<file path="src/msv_defines.vh">
`ifndef MSV_DEFINES_VH
`define MSV_DEFINES_VH

// Register byte offsets on the Wishbone bus.
`define MSV_CTRL 6'h00
`define MSV_SYSRES 6'h04
`define MSV_TESTPCT 6'h08
`define MSV_VMAX 6'h0c
`define MSV_RATING 6'h10
`define MSV_MAXTIME 6'h14
`define MSV_CBGAIN 6'h18
`define MSV_STSPEED 6'h1c
`define MSV_STDUTY 6'h20
`define MSV_STTIME 6'h24
`define MSV_MAINLIM 6'h28
`define MSV_STATUS 6'h2c
`define MSV_MASK 6'h30
`define MSV_STATE 6'h34

// Control and status field positions.
`define MSV_CTRL_AUTO 0
`define MSV_ST_STALL 0
`define MSV_ST_MAXT 1
`define MSV_ST_RDONE 2

// Accepted ranges.
`define MSV_RES_MAX 10'd800
`define MSV_TEST_MIN 10'd5
`define MSV_TEST_MAX 10'd50
`define MSV_VMAX_MIN 10'd20
`define MSV_VMAX_MAX 10'd27
`define MSV_MAXT_MAX 10'd120
`define MSV_PCT_MAX 10'd100
`define MSV_STT_MIN 10'd16
`define MSV_STT_MAX 10'd32
`define MSV_RATE_V0 7'd45
`define MSV_RATE_V1 7'd70
`define MSV_RATE_V2 7'd35

// Reset values.
`define MSV_RST_RES 10'h000
`define MSV_RST_TEST 6'h0a
`define MSV_RST_VMAX 5'h18
`define MSV_RST_RATING 7'h00
`define MSV_RST_MAXT 7'h3c
`define MSV_RST_CBGAIN 7'h32
`define MSV_RST_STSPEED 8'h00
`define MSV_RST_STDUTY 7'h00
`define MSV_RST_STTIME 6'h10
`define MSV_RST_MAINLIM 7'h2d

// Timing: one tick is 1 ms; cycles follow from the 100 MHz clock.
`define MSV_TICK_NS 1000000
`define MSV_CLK_NS 10
`define MSV_TICK_CYC (`MSV_TICK_NS / `MSV_CLK_NS)
`define MSV_MS_PER_S 1000
`define MSV_SETTLE_MS 100
`define MSV_CB_STEP_MA 17'd1

`endif

</file>
<file path="src/msv_div.v">
`timescale 1ns/100ps
// Restoring serial divider, one quotient bit per clock.
module msv_div #(
   parameter NW = 26,
   parameter DW = 16
)(
   input wire clk_i,
   input wire rst_i,
   input wire start_i,
   input wire [NW-1:0] num_i,
   input wire [DW-1:0] den_i,
   output reg busy_o,
   output reg done_o,
   output reg [NW-1:0] quo_o
);
   reg [DW-1:0] den_r;
   reg [DW:0] rem_r;
   reg [5:0] cnt_r;
   wire [DW:0] trial = {rem_r[DW-1:0], quo_o[NW-1]};

   always @(posedge clk_i)
   begin
      if (rst_i)
      begin
         busy_o <= 1'b0;
         done_o <= 1'b0;
         quo_o <= {NW{1'b0}};
         den_r <= {DW{1'b0}};
         rem_r <= {(DW+1){1'b0}};
         cnt_r <= 6'h00;
      end
      else
      begin
         done_o <= 1'b0;
         if (start_i && !busy_o)
         begin
            busy_o <= 1'b1;
            quo_o <= num_i;
            den_r <= den_i;
            rem_r <= {(DW+1){1'b0}};
            cnt_r <= NW[5:0];
         end
         else if (busy_o)
         begin
            // A zero divisor yields all ones, read later as saturation.
            if (trial >= {1'b0, den_r})
            begin
               rem_r <= trial - {1'b0, den_r};
               quo_o <= {quo_o[NW-2:0], 1'b1};
            end
            else
            begin
               rem_r <= trial;
               quo_o <= {quo_o[NW-2:0], 1'b0};
            end
            cnt_r <= cnt_r - 6'h01;
            if (cnt_r == 6'h01)
            begin
               busy_o <= 1'b0;
               done_o <= 1'b1;
            end
         end
      end
   end
endmodule

</file>
<file path="src/msv_supervisor.v">
// The placing of the registers and the Wishbone register port were left to the implementer.
`timescale 1ns/100ps
`include "msv_defines.vh"
module msv_supervisor #(
   parameter VARIANT = 0,
   parameter TICK_CYC = `MSV_TICK_CYC,
   parameter SETTLE_MS = `MSV_SETTLE_MS
)(
   input wire clk_i,
   input wire rst_i,
   input wire wb_cyc_i,
   input wire wb_stb_i,
   input wire wb_we_i,
   input wire [5:0] wb_adr_i,
   input wire [3:0] wb_sel_i,
   input wire [31:0] wb_dat_i,
   output reg [31:0] wb_dat_o,
   output reg wb_ack_o,
   input wire [7:0] speed_i,
   input wire [7:0] duty_i,
   input wire [15:0] batt_mv_i,
   input wire [15:0] mot_mv_i,
   input wire [15:0] mot_ma_i,
   input wire brake_req_i,
   output reg brake_rel_o,
   output reg test_active_o,
   output reg [16:0] cur_lim_ma_o,
   output reg [7:0] duty_cap_o,
   output reg [9:0] res_comp_o,
   output reg stall_fault_o,
   output reg irq_o
);
   localparam [6:0] RATE_MAX = (VARIANT == 1) ? `MSV_RATE_V1 :
      (VARIANT == 2) ? `MSV_RATE_V2 : `MSV_RATE_V0;
   localparam [1:0] R_IDLE = 2'h0;
   localparam [1:0] R_SETTLE = 2'h1;
   localparam [1:0] R_MEAS = 2'h2;
   localparam [1:0] R_REL = 2'h3;

   reg auto_r;
   reg [9:0] sysres_r;
   reg [5:0] testpct_r;
   reg [4:0] vmax_r;
   reg [6:0] rating_r;
   reg [6:0] maxt_r;
   reg [6:0] cbgain_r;
   reg [7:0] stspeed_r;
   reg [6:0] stduty_r;
   reg [5:0] sttime_r;
   reg [6:0] mainlim_r;
   reg [2:0] status_r;
   reg [2:0] mask_r;
   reg [9:0] meas_r;
   reg [1:0] rstate_r;
   reg [16:0] tick_cnt_r;
   reg tick_r;
   reg [15:0] stall_ms_r;
   reg [16:0] atlim_ms_r;
   reg cutback_r;
   reg [16:0] cb_lim_r;
   reg [15:0] settle_r;
   reg div_go_r;
   reg job_res_r;
   reg [2:0] w1c;

   wire div_busy;
   wire div_done;
   wire [25:0] div_quo;
   wire wb_req = wb_cyc_i & wb_stb_i & ~wb_ack_o;
   wire wb_wr = wb_req & wb_we_i & wb_sel_i[0];

   // Clamp a written value into its accepted range.
   function [9:0] clampf;
      input [31:0] v;
      input [9:0] lo;
      input [9:0] hi;
      begin
         if (v < {22'h000000, lo})
            clampf = lo;
         else if (v > {22'h000000, hi})
            clampf = hi;
         else
            clampf = v[9:0];
      end
   endfunction

   wire [16:0] main_ma = mainlim_r * 17'd1000;
   wire [16:0] rate_ma = rating_r * 17'd1000;
   wire [16:0] test_ma = mainlim_r * testpct_r * 17'd10;
   wire [16:0] cb_step = cbgain_r * `MSV_CB_STEP_MA;
   wire at_limit = {1'b0, mot_ma_i} >= main_ma;
   wire [16:0] maxt_ms = maxt_r * 17'd1000;
   wire [15:0] sttime_ms = sttime_r * 16'd1000;
   // Duty below threshold: duty/255 < pct/100, kept in integers.
   wire duty_low = (duty_i * 15'd100) < (stduty_r * 15'd255);
   wire speed_low = speed_i < stspeed_r;
   wire stall_cond = duty_low & speed_low;
   // Event strobes are combinational so status sees them at the same edge.
   wire ev_stall = tick_r & stall_cond & (stall_ms_r == sttime_ms);
   wire ev_maxt = tick_r & at_limit & ~cutback_r
      & (atlim_ms_r + 17'h00001 >= maxt_ms);
   wire ev_rdone = (rstate_r == R_MEAS) & div_done & job_res_r;
   wire [25:0] duty_num = vmax_r * 26'd255000;
   wire [25:0] res_num = mot_mv_i * 26'd1000;
   wire [9:0] cl_test = clampf(wb_dat_i, `MSV_TEST_MIN, `MSV_TEST_MAX);
   wire [9:0] cl_vmax = clampf(wb_dat_i, `MSV_VMAX_MIN, `MSV_VMAX_MAX);
   wire [9:0] cl_rate = clampf(wb_dat_i, 10'd0, {3'h0, RATE_MAX});
   wire [9:0] cl_maxt = clampf(wb_dat_i, 10'd0, `MSV_MAXT_MAX);
   wire [9:0] cl_pct = clampf(wb_dat_i, 10'd0, `MSV_PCT_MAX);
   wire [9:0] cl_stt = clampf(wb_dat_i, `MSV_STT_MIN, `MSV_STT_MAX);

   // Register writes; CTRL, STSPEED, MAINLIM and MASK take their low bits unclamped, the rest are clamped to their accepted ranges.
   always @(posedge clk_i)
   begin
      if (rst_i)
      begin
         auto_r <= 1'b0;
         sysres_r <= `MSV_RST_RES;
         testpct_r <= `MSV_RST_TEST;
         vmax_r <= `MSV_RST_VMAX;
         rating_r <= `MSV_RST_RATING;
         maxt_r <= `MSV_RST_MAXT;
         cbgain_r <= `MSV_RST_CBGAIN;
         stspeed_r <= `MSV_RST_STSPEED;
         stduty_r <= `MSV_RST_STDUTY;
         sttime_r <= `MSV_RST_STTIME;
         mainlim_r <= `MSV_RST_MAINLIM;
         mask_r <= 3'h0;
      end
      else if (wb_wr)
      begin
         if (wb_adr_i == `MSV_CTRL)
            auto_r <= wb_dat_i[`MSV_CTRL_AUTO];
         else if (wb_adr_i == `MSV_SYSRES)
            sysres_r <= clampf(wb_dat_i, 10'd0, `MSV_RES_MAX);
         else if (wb_adr_i == `MSV_TESTPCT)
            testpct_r <= cl_test[5:0];
         else if (wb_adr_i == `MSV_VMAX)
            vmax_r <= cl_vmax[4:0];
         else if (wb_adr_i == `MSV_RATING)
            rating_r <= cl_rate[6:0];
         else if (wb_adr_i == `MSV_MAXTIME)
            maxt_r <= cl_maxt[6:0];
         else if (wb_adr_i == `MSV_CBGAIN)
            cbgain_r <= cl_pct[6:0];
         else if (wb_adr_i == `MSV_STSPEED)
            stspeed_r <= wb_dat_i[7:0];
         else if (wb_adr_i == `MSV_STDUTY)
            stduty_r <= cl_pct[6:0];
         else if (wb_adr_i == `MSV_STTIME)
            sttime_r <= cl_stt[5:0];
         else if (wb_adr_i == `MSV_MAINLIM)
            mainlim_r <= wb_dat_i[6:0];
         else if (wb_adr_i == `MSV_MASK)
            mask_r <= wb_dat_i[2:0];
      end
   end

   // Read path and single-cycle acknowledge; unmapped reads give zero.
   always @(posedge clk_i)
   begin
      if (rst_i)
      begin
         wb_ack_o <= 1'b0;
         wb_dat_o <= 32'h00000000;
      end
      else
      begin
         wb_ack_o <= wb_req;
         if (wb_adr_i == `MSV_CTRL)
            wb_dat_o <= {31'h0, auto_r};
         else if (wb_adr_i == `MSV_SYSRES)
            wb_dat_o <= {22'h0, sysres_r};
         else if (wb_adr_i == `MSV_TESTPCT)
            wb_dat_o <= {26'h0, testpct_r};
         else if (wb_adr_i == `MSV_VMAX)
            wb_dat_o <= {27'h0, vmax_r};
         else if (wb_adr_i == `MSV_RATING)
            wb_dat_o <= {25'h0, rating_r};
         else if (wb_adr_i == `MSV_MAXTIME)
            wb_dat_o <= {25'h0, maxt_r};
         else if (wb_adr_i == `MSV_CBGAIN)
            wb_dat_o <= {25'h0, cbgain_r};
         else if (wb_adr_i == `MSV_STSPEED)
            wb_dat_o <= {24'h0, stspeed_r};
         else if (wb_adr_i == `MSV_STDUTY)
            wb_dat_o <= {25'h0, stduty_r};
         else if (wb_adr_i == `MSV_STTIME)
            wb_dat_o <= {26'h0, sttime_r};
         else if (wb_adr_i == `MSV_MAINLIM)
            wb_dat_o <= {25'h0, mainlim_r};
         else if (wb_adr_i == `MSV_STATUS)
            wb_dat_o <= {29'h0, status_r};
         else if (wb_adr_i == `MSV_MASK)
            wb_dat_o <= {29'h0, mask_r};
         else if (wb_adr_i == `MSV_STATE)
            wb_dat_o <= {16'h0, cutback_r, rstate_r, 3'h0, meas_r};
         else
            wb_dat_o <= 32'h00000000;
      end
   end

   // Millisecond tick shared by every timer.
   always @(posedge clk_i)
   begin
      if (rst_i || tick_cnt_r == TICK_CYC - 1)
         tick_cnt_r <= 17'h00000;
      else
         tick_cnt_r <= tick_cnt_r + 17'h00001;
      tick_r <= !rst_i && (tick_cnt_r == TICK_CYC - 1);
   end

   // Stall persistence timer; the fault needs strictly more than the timeout.
   always @(posedge clk_i)
   begin
      if (rst_i || !stall_cond)
         stall_ms_r <= 16'h0000;
      else if (tick_r && stall_ms_r <= sttime_ms)
         stall_ms_r <= stall_ms_r + 16'h0001;
   end

   // Time at main limit, then ramp down toward the rating.
   always @(posedge clk_i)
   begin
      if (rst_i)
      begin
         atlim_ms_r <= 17'h00000;
         cutback_r <= 1'b0;
         cb_lim_r <= 17'h00000;
      end
      else if (!cutback_r)
      begin
         cb_lim_r <= main_ma;
         if (!at_limit)
            atlim_ms_r <= 17'h00000;
         else if (tick_r)
         begin
            atlim_ms_r <= atlim_ms_r + 17'h00001;
            if (ev_maxt)
               cutback_r <= 1'b1;
         end
      end
      else if (tick_r)
      begin
         // Cutback holds until reset; the stage has no cooling model.
         if (cb_lim_r <= rate_ma + cb_step)
            cb_lim_r <= rate_ma;
         else
            cb_lim_r <= cb_lim_r - cb_step;
      end
   end

   // Resistance test before brake release.
   always @(posedge clk_i)
   begin
      if (rst_i)
      begin
         rstate_r <= R_IDLE;
         settle_r <= 16'h0000;
         meas_r <= 10'h000;
      end
      else
      begin
         case (rstate_r)
            R_IDLE:
               if (brake_req_i)
               begin
                  settle_r <= 16'h0000;
                  rstate_r <= auto_r ? R_SETTLE : R_REL;
               end
            R_SETTLE:
               if (tick_r)
               begin
                  settle_r <= settle_r + 16'h0001;
                  if (settle_r == SETTLE_MS - 1)
                     rstate_r <= R_MEAS;
               end
            R_MEAS:
               if (div_done && job_res_r)
               begin
                  meas_r <= clampf({6'h0, div_quo}, 10'd0,
                     `MSV_RES_MAX) ;
                  rstate_r <= R_REL;
               end
            default:
               if (!brake_req_i)
                  rstate_r <= R_IDLE;
         endcase
      end
   end

   // One divider shared between the duty ceiling and the resistance test.
   always @(posedge clk_i)
   begin
      if (rst_i)
      begin
         div_go_r <= 1'b0;
         job_res_r <= 1'b0;
      end
      else
      begin
         div_go_r <= !div_busy && !div_go_r && !div_done;
         if (!div_busy && !div_go_r && !div_done)
            job_res_r <= (rstate_r == R_MEAS);
      end
   end

   msv_div #(
      .NW(26),
      .DW(16)
   ) u_div (
      .clk_i(clk_i),
      .rst_i(rst_i),
      .start_i(div_go_r),
      .num_i(job_res_r ? res_num : duty_num),
      .den_i(job_res_r ? mot_ma_i : batt_mv_i),
      .busy_o(div_busy),
      .done_o(div_done),
      .quo_o(div_quo)
   );

   // Status flags: a new event wins over a write-one-to-clear.
   always @*
   begin
      w1c = (wb_wr && wb_adr_i == `MSV_STATUS) ? wb_dat_i[2:0] : 3'h0;
   end

   always @(posedge clk_i)
   begin
      if (rst_i)
      begin
         status_r <= 3'h0;
         irq_o <= 1'b0;
         stall_fault_o <= 1'b0;
         brake_rel_o <= 1'b0;
         test_active_o <= 1'b0;
         cur_lim_ma_o <= 17'h00000;
         duty_cap_o <= 8'hff;
         res_comp_o <= 10'h000;
      end
      else
      begin
         status_r <= (status_r & ~w1c) | {ev_rdone, ev_maxt, ev_stall};
         irq_o <= |(status_r & mask_r);
         stall_fault_o <= status_r[`MSV_ST_STALL];
         brake_rel_o <= (rstate_r == R_REL) && brake_req_i;
         test_active_o <= (rstate_r == R_SETTLE) || (rstate_r == R_MEAS);
         if (rstate_r == R_SETTLE || rstate_r == R_MEAS)
            cur_lim_ma_o <= test_ma;
         else
            cur_lim_ma_o <= cb_lim_r;
         if (div_done && !job_res_r)
            duty_cap_o <= (div_quo > 26'd255) ? 8'hff : div_quo[7:0];
         res_comp_o <= auto_r ? meas_r : sysres_r;
      end
   end
endmodule

</file>
<file path="config.mk">
export PLATFORM = sky130hd
export DESIGN_NAME = msv_supervisor
export DESIGN_NICKNAME = d
export VERILOG_FILES = /design/src/msv_div.v /design/src/msv_supervisor.v
export VERILOG_INCLUDE_DIRS = /design/src
export SDC_FILE = /design/constraint.sdc
export NUM_CORES = 1
export LEC_CHECK = 0
export ABC_CLOCK_PERIOD_IN_PS = 6970
export CAP_MARGIN = 20
export CORE_MARGIN = 2
export CORE_UTILIZATION = 61
export CTS_BUF_LIST = sky130_fd_sc_hd__clkbuf_2
export CTS_CLUSTER_DIAMETER = 60
export DETAILED_ROUTE_END_ITERATION = 7
export DONT_BUFFER_PORTS = 1
export PLACE_DENSITY = 0.83
export SLEW_MARGIN = 5
export SYNTH_ARGS = -nofsm -noshare
export SYNTH_HDL_FRONTEND = slang
export SYNTH_SLANG_ARGS = --single-unit
</file>
<file path="constraint.sdc">
create_clock -name clk_i -period 6.97 [get_ports clk_i]
set_input_delay 0.697 -clock clk_i [delete_from_list [all_inputs] [get_ports clk_i]]
set_output_delay 0.697 -clock clk_i [all_outputs]
set_load 0.03 [all_outputs]
</file>
# Yosys cells after proc, flatten, opt, wreduce, memory -nomap -nowiden
# Index checks and enable logic that the tools add are counted.
[totals] out_inout_bits=72 regBits=295 input_bits=112
[op_classes] add_sub_neg=8 eq_ne=27 reduce_logical=45 mul=10 bitwise=31 order_cmp=20 muxes=64
[op_table] operator="2-to-1 mux 10 bit" count=17
[op_table] operator="2-to-1 mux 17 bit" count=6
[op_table] operator="greater-than comparator 32 x 6 -> 1 bit, second input constant" count=3
[op_table] operator="2-to-1 mux 26 bit" count=3
[op_table] operator="greater-than comparator 32 x 7 -> 1 bit, second input constant" count=2
[op_table] operator="less-than comparator 32 x 5 -> 1 bit, second input constant" count=2
[op_table] operator="2-to-1 mux 16 bit" count=4
[op_table] operator="multiplier 7 x 7 -> 14 bit, second input constant" count=3
[op_table] operator="2-to-1 mux 7 bit" count=6
[op_table] operator="== test 6 bit, second input constant" count=6
[op_table] operator="adder 17 x 1 -> 17 bit, second input constant" count=2
[op_table] operator="adder 16 x 1 -> 16 bit, second input constant" count=2
[op_table] operator="greater-than comparator 32 x 10 -> 1 bit, second input constant" count=1
[op_table] operator="greater-than comparator 32 x 5 -> 1 bit, second input constant" count=1
[op_table] operator="less-than comparator 32 x 1 -> 1 bit, second input constant" count=1
[op_table] operator="less-than comparator 32 x 3 -> 1 bit, second input constant" count=1
[op_table] operator="one-hot mux 16 bit (2 select lines)" count=1
[op_table] operator="greater-than comparator 26 x 10 -> 1 bit, second input constant" count=1
[op_table] operator="greater-than comparator 26 x 8 -> 1 bit, second input constant" count=1
[op_table] operator="== test 6 x 5 -> 1 bit, second input constant" count=4
[op_table] operator="2-to-1 mux 6 bit" count=4
[op_table] operator="multiplier 16 x 7 -> 23 bit, second input constant" count=1
[op_table] operator="multiplier 5 x 15 -> 20 bit, second input constant" count=1
[op_table] operator="2-to-1 mux 5 bit" count=4
[op_table] operator="58 further kinds" count=128

# Depth between registers and ports, before layout
[depth] ltp_word=15 ltp_mapped=26 mapped_depth_nobuf=25

# By module
# A second synthesis with hierarchy kept.
[unflattened] cells_unflattened=3285 area_unflattened_um2=28446.0
[by_module_without_submodules] mod="msv_supervisor" instances=1 area_each_um2=24693.7 cells_per_inst=2818 seq_area_each_um2=4584.4
[by_module_without_submodules] mod="msv_div" instances=1 area_each_um2=3752.3 cells_per_inst=467 seq_area_each_um2=1321.3

# Worst setup path before layout
# OpenSTA, ideal clock, no wires.
[synth_timing] kind="reg-to-reg" start="register rating_r[1]" end="register cb_lim_r[14]" period_less_slack_ps=6454 setup_time_ps=74 path_buffers=1 t_required_ps=6896 t_arrival_ps=6380 path_stages_with_launch=27 setup_slack_ps=516 cell_sequence="dfxtp_1 -> fa_1 -> xor2_1 -> ha_1 -> inv_1 -> fa_1 -> fa_1 -> inv_1 -> ha_1 -> o21a_1 -> o31a_1 -> o41a_1 -> a21o_1 -> a21oi_1 -> xnor2_1 -> nand3_1 -> xnor2_1 -> ha_1 -> nand4_1 -> or4_1 -> nor3b_1 -> a21oi_1 -> nand2_1 -> buf_2 -> mux2i_1 -> a221o_1 -> o21ai_0"
[synth_via] elab_chain_cells=6
[synth_lines] element="from (decl)" line="msv_supervisor.v:44" text="reg [6:0] rating_r;"
[synth_lines] element="from (signal assigned)" line="msv_supervisor.v:121" text="rating_r <= `MSV_RST_RATING;"
[synth_lines] element="from (signal assigned)" line="msv_supervisor.v:141" text="rating_r <= cl_rate[6:0];"
[synth_lines] element="multiplier 7 x 7 -> 14 bit *" line="msv_supervisor.v:88" text="wire [16:0] rate_ma = rating_r * 17'd1000;"
[synth_lines] element="adder 17 x 7 -> 17 bit" line="msv_supervisor.v:246" text="if (cb_lim_r <= rate_ma + cb_step)"
[synth_lines] element="less-or-equal comparator 17 bit" line="msv_supervisor.v:246"
[synth_lines] element="2-to-1 mux 17 bit *" line="msv_supervisor.v:246"
[synth_lines] element="2-to-1 mux 17 bit *" line="msv_supervisor.v:243" text="else if (tick_r)"
[synth_lines] element="2-to-1 mux 17 bit *" line="msv_supervisor.v:231" text="else if (!cutback_r)"
[synth_lines] element="to (signal assigned)" line="msv_supervisor.v:233" text="cb_lim_r <= main_ma;"
[synth_lines] element="to (signal assigned)" line="msv_supervisor.v:247" text="cb_lim_r <= rate_ma;"
[synth_lines] element="to (signal assigned)" line="msv_supervisor.v:249" text="cb_lim_r <= cb_lim_r - cb_step;"
[synth_lines] element="to (decl)" line="msv_supervisor.v:60" text="reg [16:0] cb_lim_r;"
# Mark *: on every way between the ends. The rest lies on a longest branch, timed or not. The select of a mux whose other input is x is not followed.
# A chain may end at the register's enable or synchronous reset.

# Worst setup path after layout
[layout_timing] start="register rating_r[2]" end="register cb_lim_r[10]"
# Same word-level chain as after synthesis.

==> qor.yml <==
synth:
  async_reset_ff_frac: 0
  ys_types: 83
  synthTopCellsByArea: "dfxtp_1, ha_1, fa_1"
  synth_edf_count: 0
  ys_ff_latch: 295
  synth_cells: 3119
  syn_avg_cell_area_um2: 8.79
  yosysWarnings: 0
  netlist.top_cell.by_area: "dfxtp_1"
  synth_top_cell_area_share: 0.215
  yosysSeqAreaShare: 0.215
  syn_area_um2: 27400
  synthFlopType: "dfxtp_1"
sta:
  period_needed_ps: 6700
  hold_violations: 0
  clock_skew_ps: 94.6
  tightest_slew_ps: 1110
  setup_viol: 0
  hold-worst-slack_ps: 17.7
  finalCritPeriodShare: 0.961
  slew_headroom: 0.258
  fin_setup_tns_ps: 0
  fmax_mhz: 149
  slew_violations: 0
final_layout:
  final_net_count: 3893
  drive_gt1_frac: 0.0628
  final_area_um2: 29200
  mostFrequentLayoutCells: "ha_1, inv_1, nor2_1"
  layout_commonest_cell: "ha_1"
  syn2layout_area_growth_pct: 6.57
placement:
  port_buffers: 0
  place_congestion: 0.971
  dp.final_hpwl_um: 55200
  place_area_um2: 27900
setup_path:
  end_kind: "register"
  worst_setup_path_start_kind: "register"
  crit_fanout: 7
  worstPathArrival_ps: 7620
  worstSetupPathType: "register to register"
  cp.required_ps: 7890
cts:
  cts_tree: "done"
  cts.clk_slew.worst_paths_ps: 110
  cts_root_buffer: "clkbuf_2"
  cts.sinks: 295
  htreeDepth: 3
  clock_latency_ps: 1120
  cts_max_path_buffers: 3
  cts_buffers: 79
global_routing:
  grt_pass1_vias: 24000
  grt-ovfl-total: 0
  grt_max_degree: 199
  antenna_found_initial: 4
  grt_pass1_wl_um: 120000
  grtUsageTotal: 0.318
die:
  core_um2: 44300
  rows: 77
  fp.dieArea_um2: 46700
  die_h_um: 216
  pin_count: 184
  dieWidth_um: 216
  initial_core_util: 0.619
power:
  peakVddDrop_uv: 260
  clkPwrFrac: 0.242
  p_comb_frac: 0.396
  p_int_uw: 3090
  switching_share: 0.403
  p_per_area_nw_per_um2: 177
  p_sw_uw: 2090
  p_leak_uw: 0.0133
  seqPwrFrac: 0.362
routing:
  wl_per_cell_um: 19.3
  drt_wl_total_um: 73900
  vias: 23500
  viasPerCell: 6.13
  dr.first_iter.drc_count: 2166
  ant_nets: 0
  drc: 1
  dr.pass1.iters: 8
outcome:
  violations: "design-rule violations"
  outcome: "finished with violations"
flow_run:
  cap_violations: 0
worst_hold_path:
  min_path_type: "input port to register"
per-layer routing:
layer	GRT usage	share of wire	wire (um)	vias up
li1	-	-	-	11000
met1	0.388	0.40	29700	11200
met2	0.520	0.46	33700	1029
met3	0.0739	0.086	6360	266
met4	0.177	0.055	4080	2
met5	0	0.00018	13	-
layout make-up:
class	instances	area, um^2
Multi-Input combinational cell	2405	19900
Sequential cell	295	5910
Clock inverter	25	144
Antenna cell	2	5.00
Inverter	313	1170
Tap cell	592	741
Clock buffer	110	551
Fill cell	3610	15100
Timing Repair Buffer	85	801
synth_stat cells (11+ instances only):
master / count
nand3_1: 70
nor4_1: 22
o21ai_0: 99
o21a_1: 18
a22o_1: 12
xor2_1: 84
buf_1: 13
inv_1: 312
clkbuf_1: 88
nand2_1: 167
nand2b_1: 42
xnor2_1: 109
and2_1: 29
a21o_1: 43
dfxtp_1: 295
a22oi_1: 39
or2_2: 16
a211o_1: 13
ha_1: 427
a211oi_1: 47
a31oi_1: 16
o22ai_1: 11
a221oi_1: 17
or3_1: 17
nor2_1: 304
o211ai_1: 18
buf_4: 19
fa_1: 175
o21bai_1: 18
mux2i_1: 74
nor2b_1: 38
a21oi_1: 187
and3_1: 43
nand4_1: 27
nor3_1: 66
through the flow:
stage | cells | power [uW] | util | setup slack [ps]
after floorplan | 3137 | 3470 | - | 516
after global placement | 3629 | 3770 | 0.629 | 328
after detailed placement | 3629 | 3850 | 0.629 | 97.3
after CTS | 3819 | 5160 | 0.657 | 42.5
after global routing | 3827 | 5550 | 0.659 | -37.3
final | 3827 | 5180 | 0.659 | 273
registers in the layout, summed over array words and instances, names as in the netlist, 10 cells and up:
name and count:
meas_r 10, u_div.quo_o 26, settle_r 16, wb_dat_o 13, u_div.rem_r 16, sysres_r 10, stall_ms_r 16, atlim_ms_r 17
tick_cnt_r 17, u_div.den_r 16, cur_lim_ma_o 17, res_comp_o 10, cb_lim_r 17
kinds of logic after synthesis:
group,Yosys count,share of synthesized area
AND/OR/NAND/NOR,885,0.157
AO/OA/AOI/OAI,627,0.151
adder cells (fa/ha/maj),604,0.323
buffers and inverters,437,0.0628
flip-flops,295,0.215
XOR/XNOR,193,0.0617
multiplexers,77,0.0283
other,1,0.000137
worst max-delay path: stages, from the launching register on:
cell      delay (ps)
dfxtp_1          340
fa_1             610
xor2_1           210
ha_1             270
inv_1             80
fa_1             450
fa_1             520
inv_1             40
ha_1             300
o21a_1           190
o31a_1           120
o41a_1           360
a21o_1           210
a21oi_2          170
xnor2_2          160
nand3_1          130
xnor2_1          150
ha_1             300
nand4_1          150
or4_4            600
nor3b_1          170
a21oi_2          150
nand2_2          140
buf_4            170
mux2_2           250
o22ai_1          140
a21boi_0         120
final timing paths:
kind,cells after the start,endpoint,startpoint,slack (ps)
worst min-delay path,4,testpct_r[3]$_SDFFE_PP1P_,wb_dat_i[0],20
worst min register to register,2,u_div.rem_r[15]$_SDFFE_PP0P_,u_div.rem_r[15]$_SDFFE_PP0P_,470
worst max-delay path,26,cb_lim_r[10]$_SDFFE_PP0P_,rating_r[2]$_SDFFE_PP0P_,270
worst max register to register,26,cb_lim_r[10]$_SDFFE_PP0P_,rating_r[2]$_SDFFE_PP0P_,270
repair_timing:
item | 4_1_cts | 5_1_grt
setup buffers | 0 | 3
hold buffers | 55 | 0
endpoints found under the hold margin | 213 | 0
endpoints found under the setup margin | 0 | 14
resized for setup | 0 | 9
power groups by stage:
| stage | Sequential (uW) | Clock (uW) | Combinational, uW |
|---|---|---|---|
| after global placement | 1910 | 0 | 1860 |
| after global routing | 1880 | 1360 | 2300 |
| after detailed placement | 1910 | 0 | 1940 |
| after CTS | 1870 | 1270 | 2010 |
| after floorplan | 1890 | 0 | 1580 |
| final | 1880 | 1260 | 2050 |
Note: power is estimated with default switching activity, not from simulation.
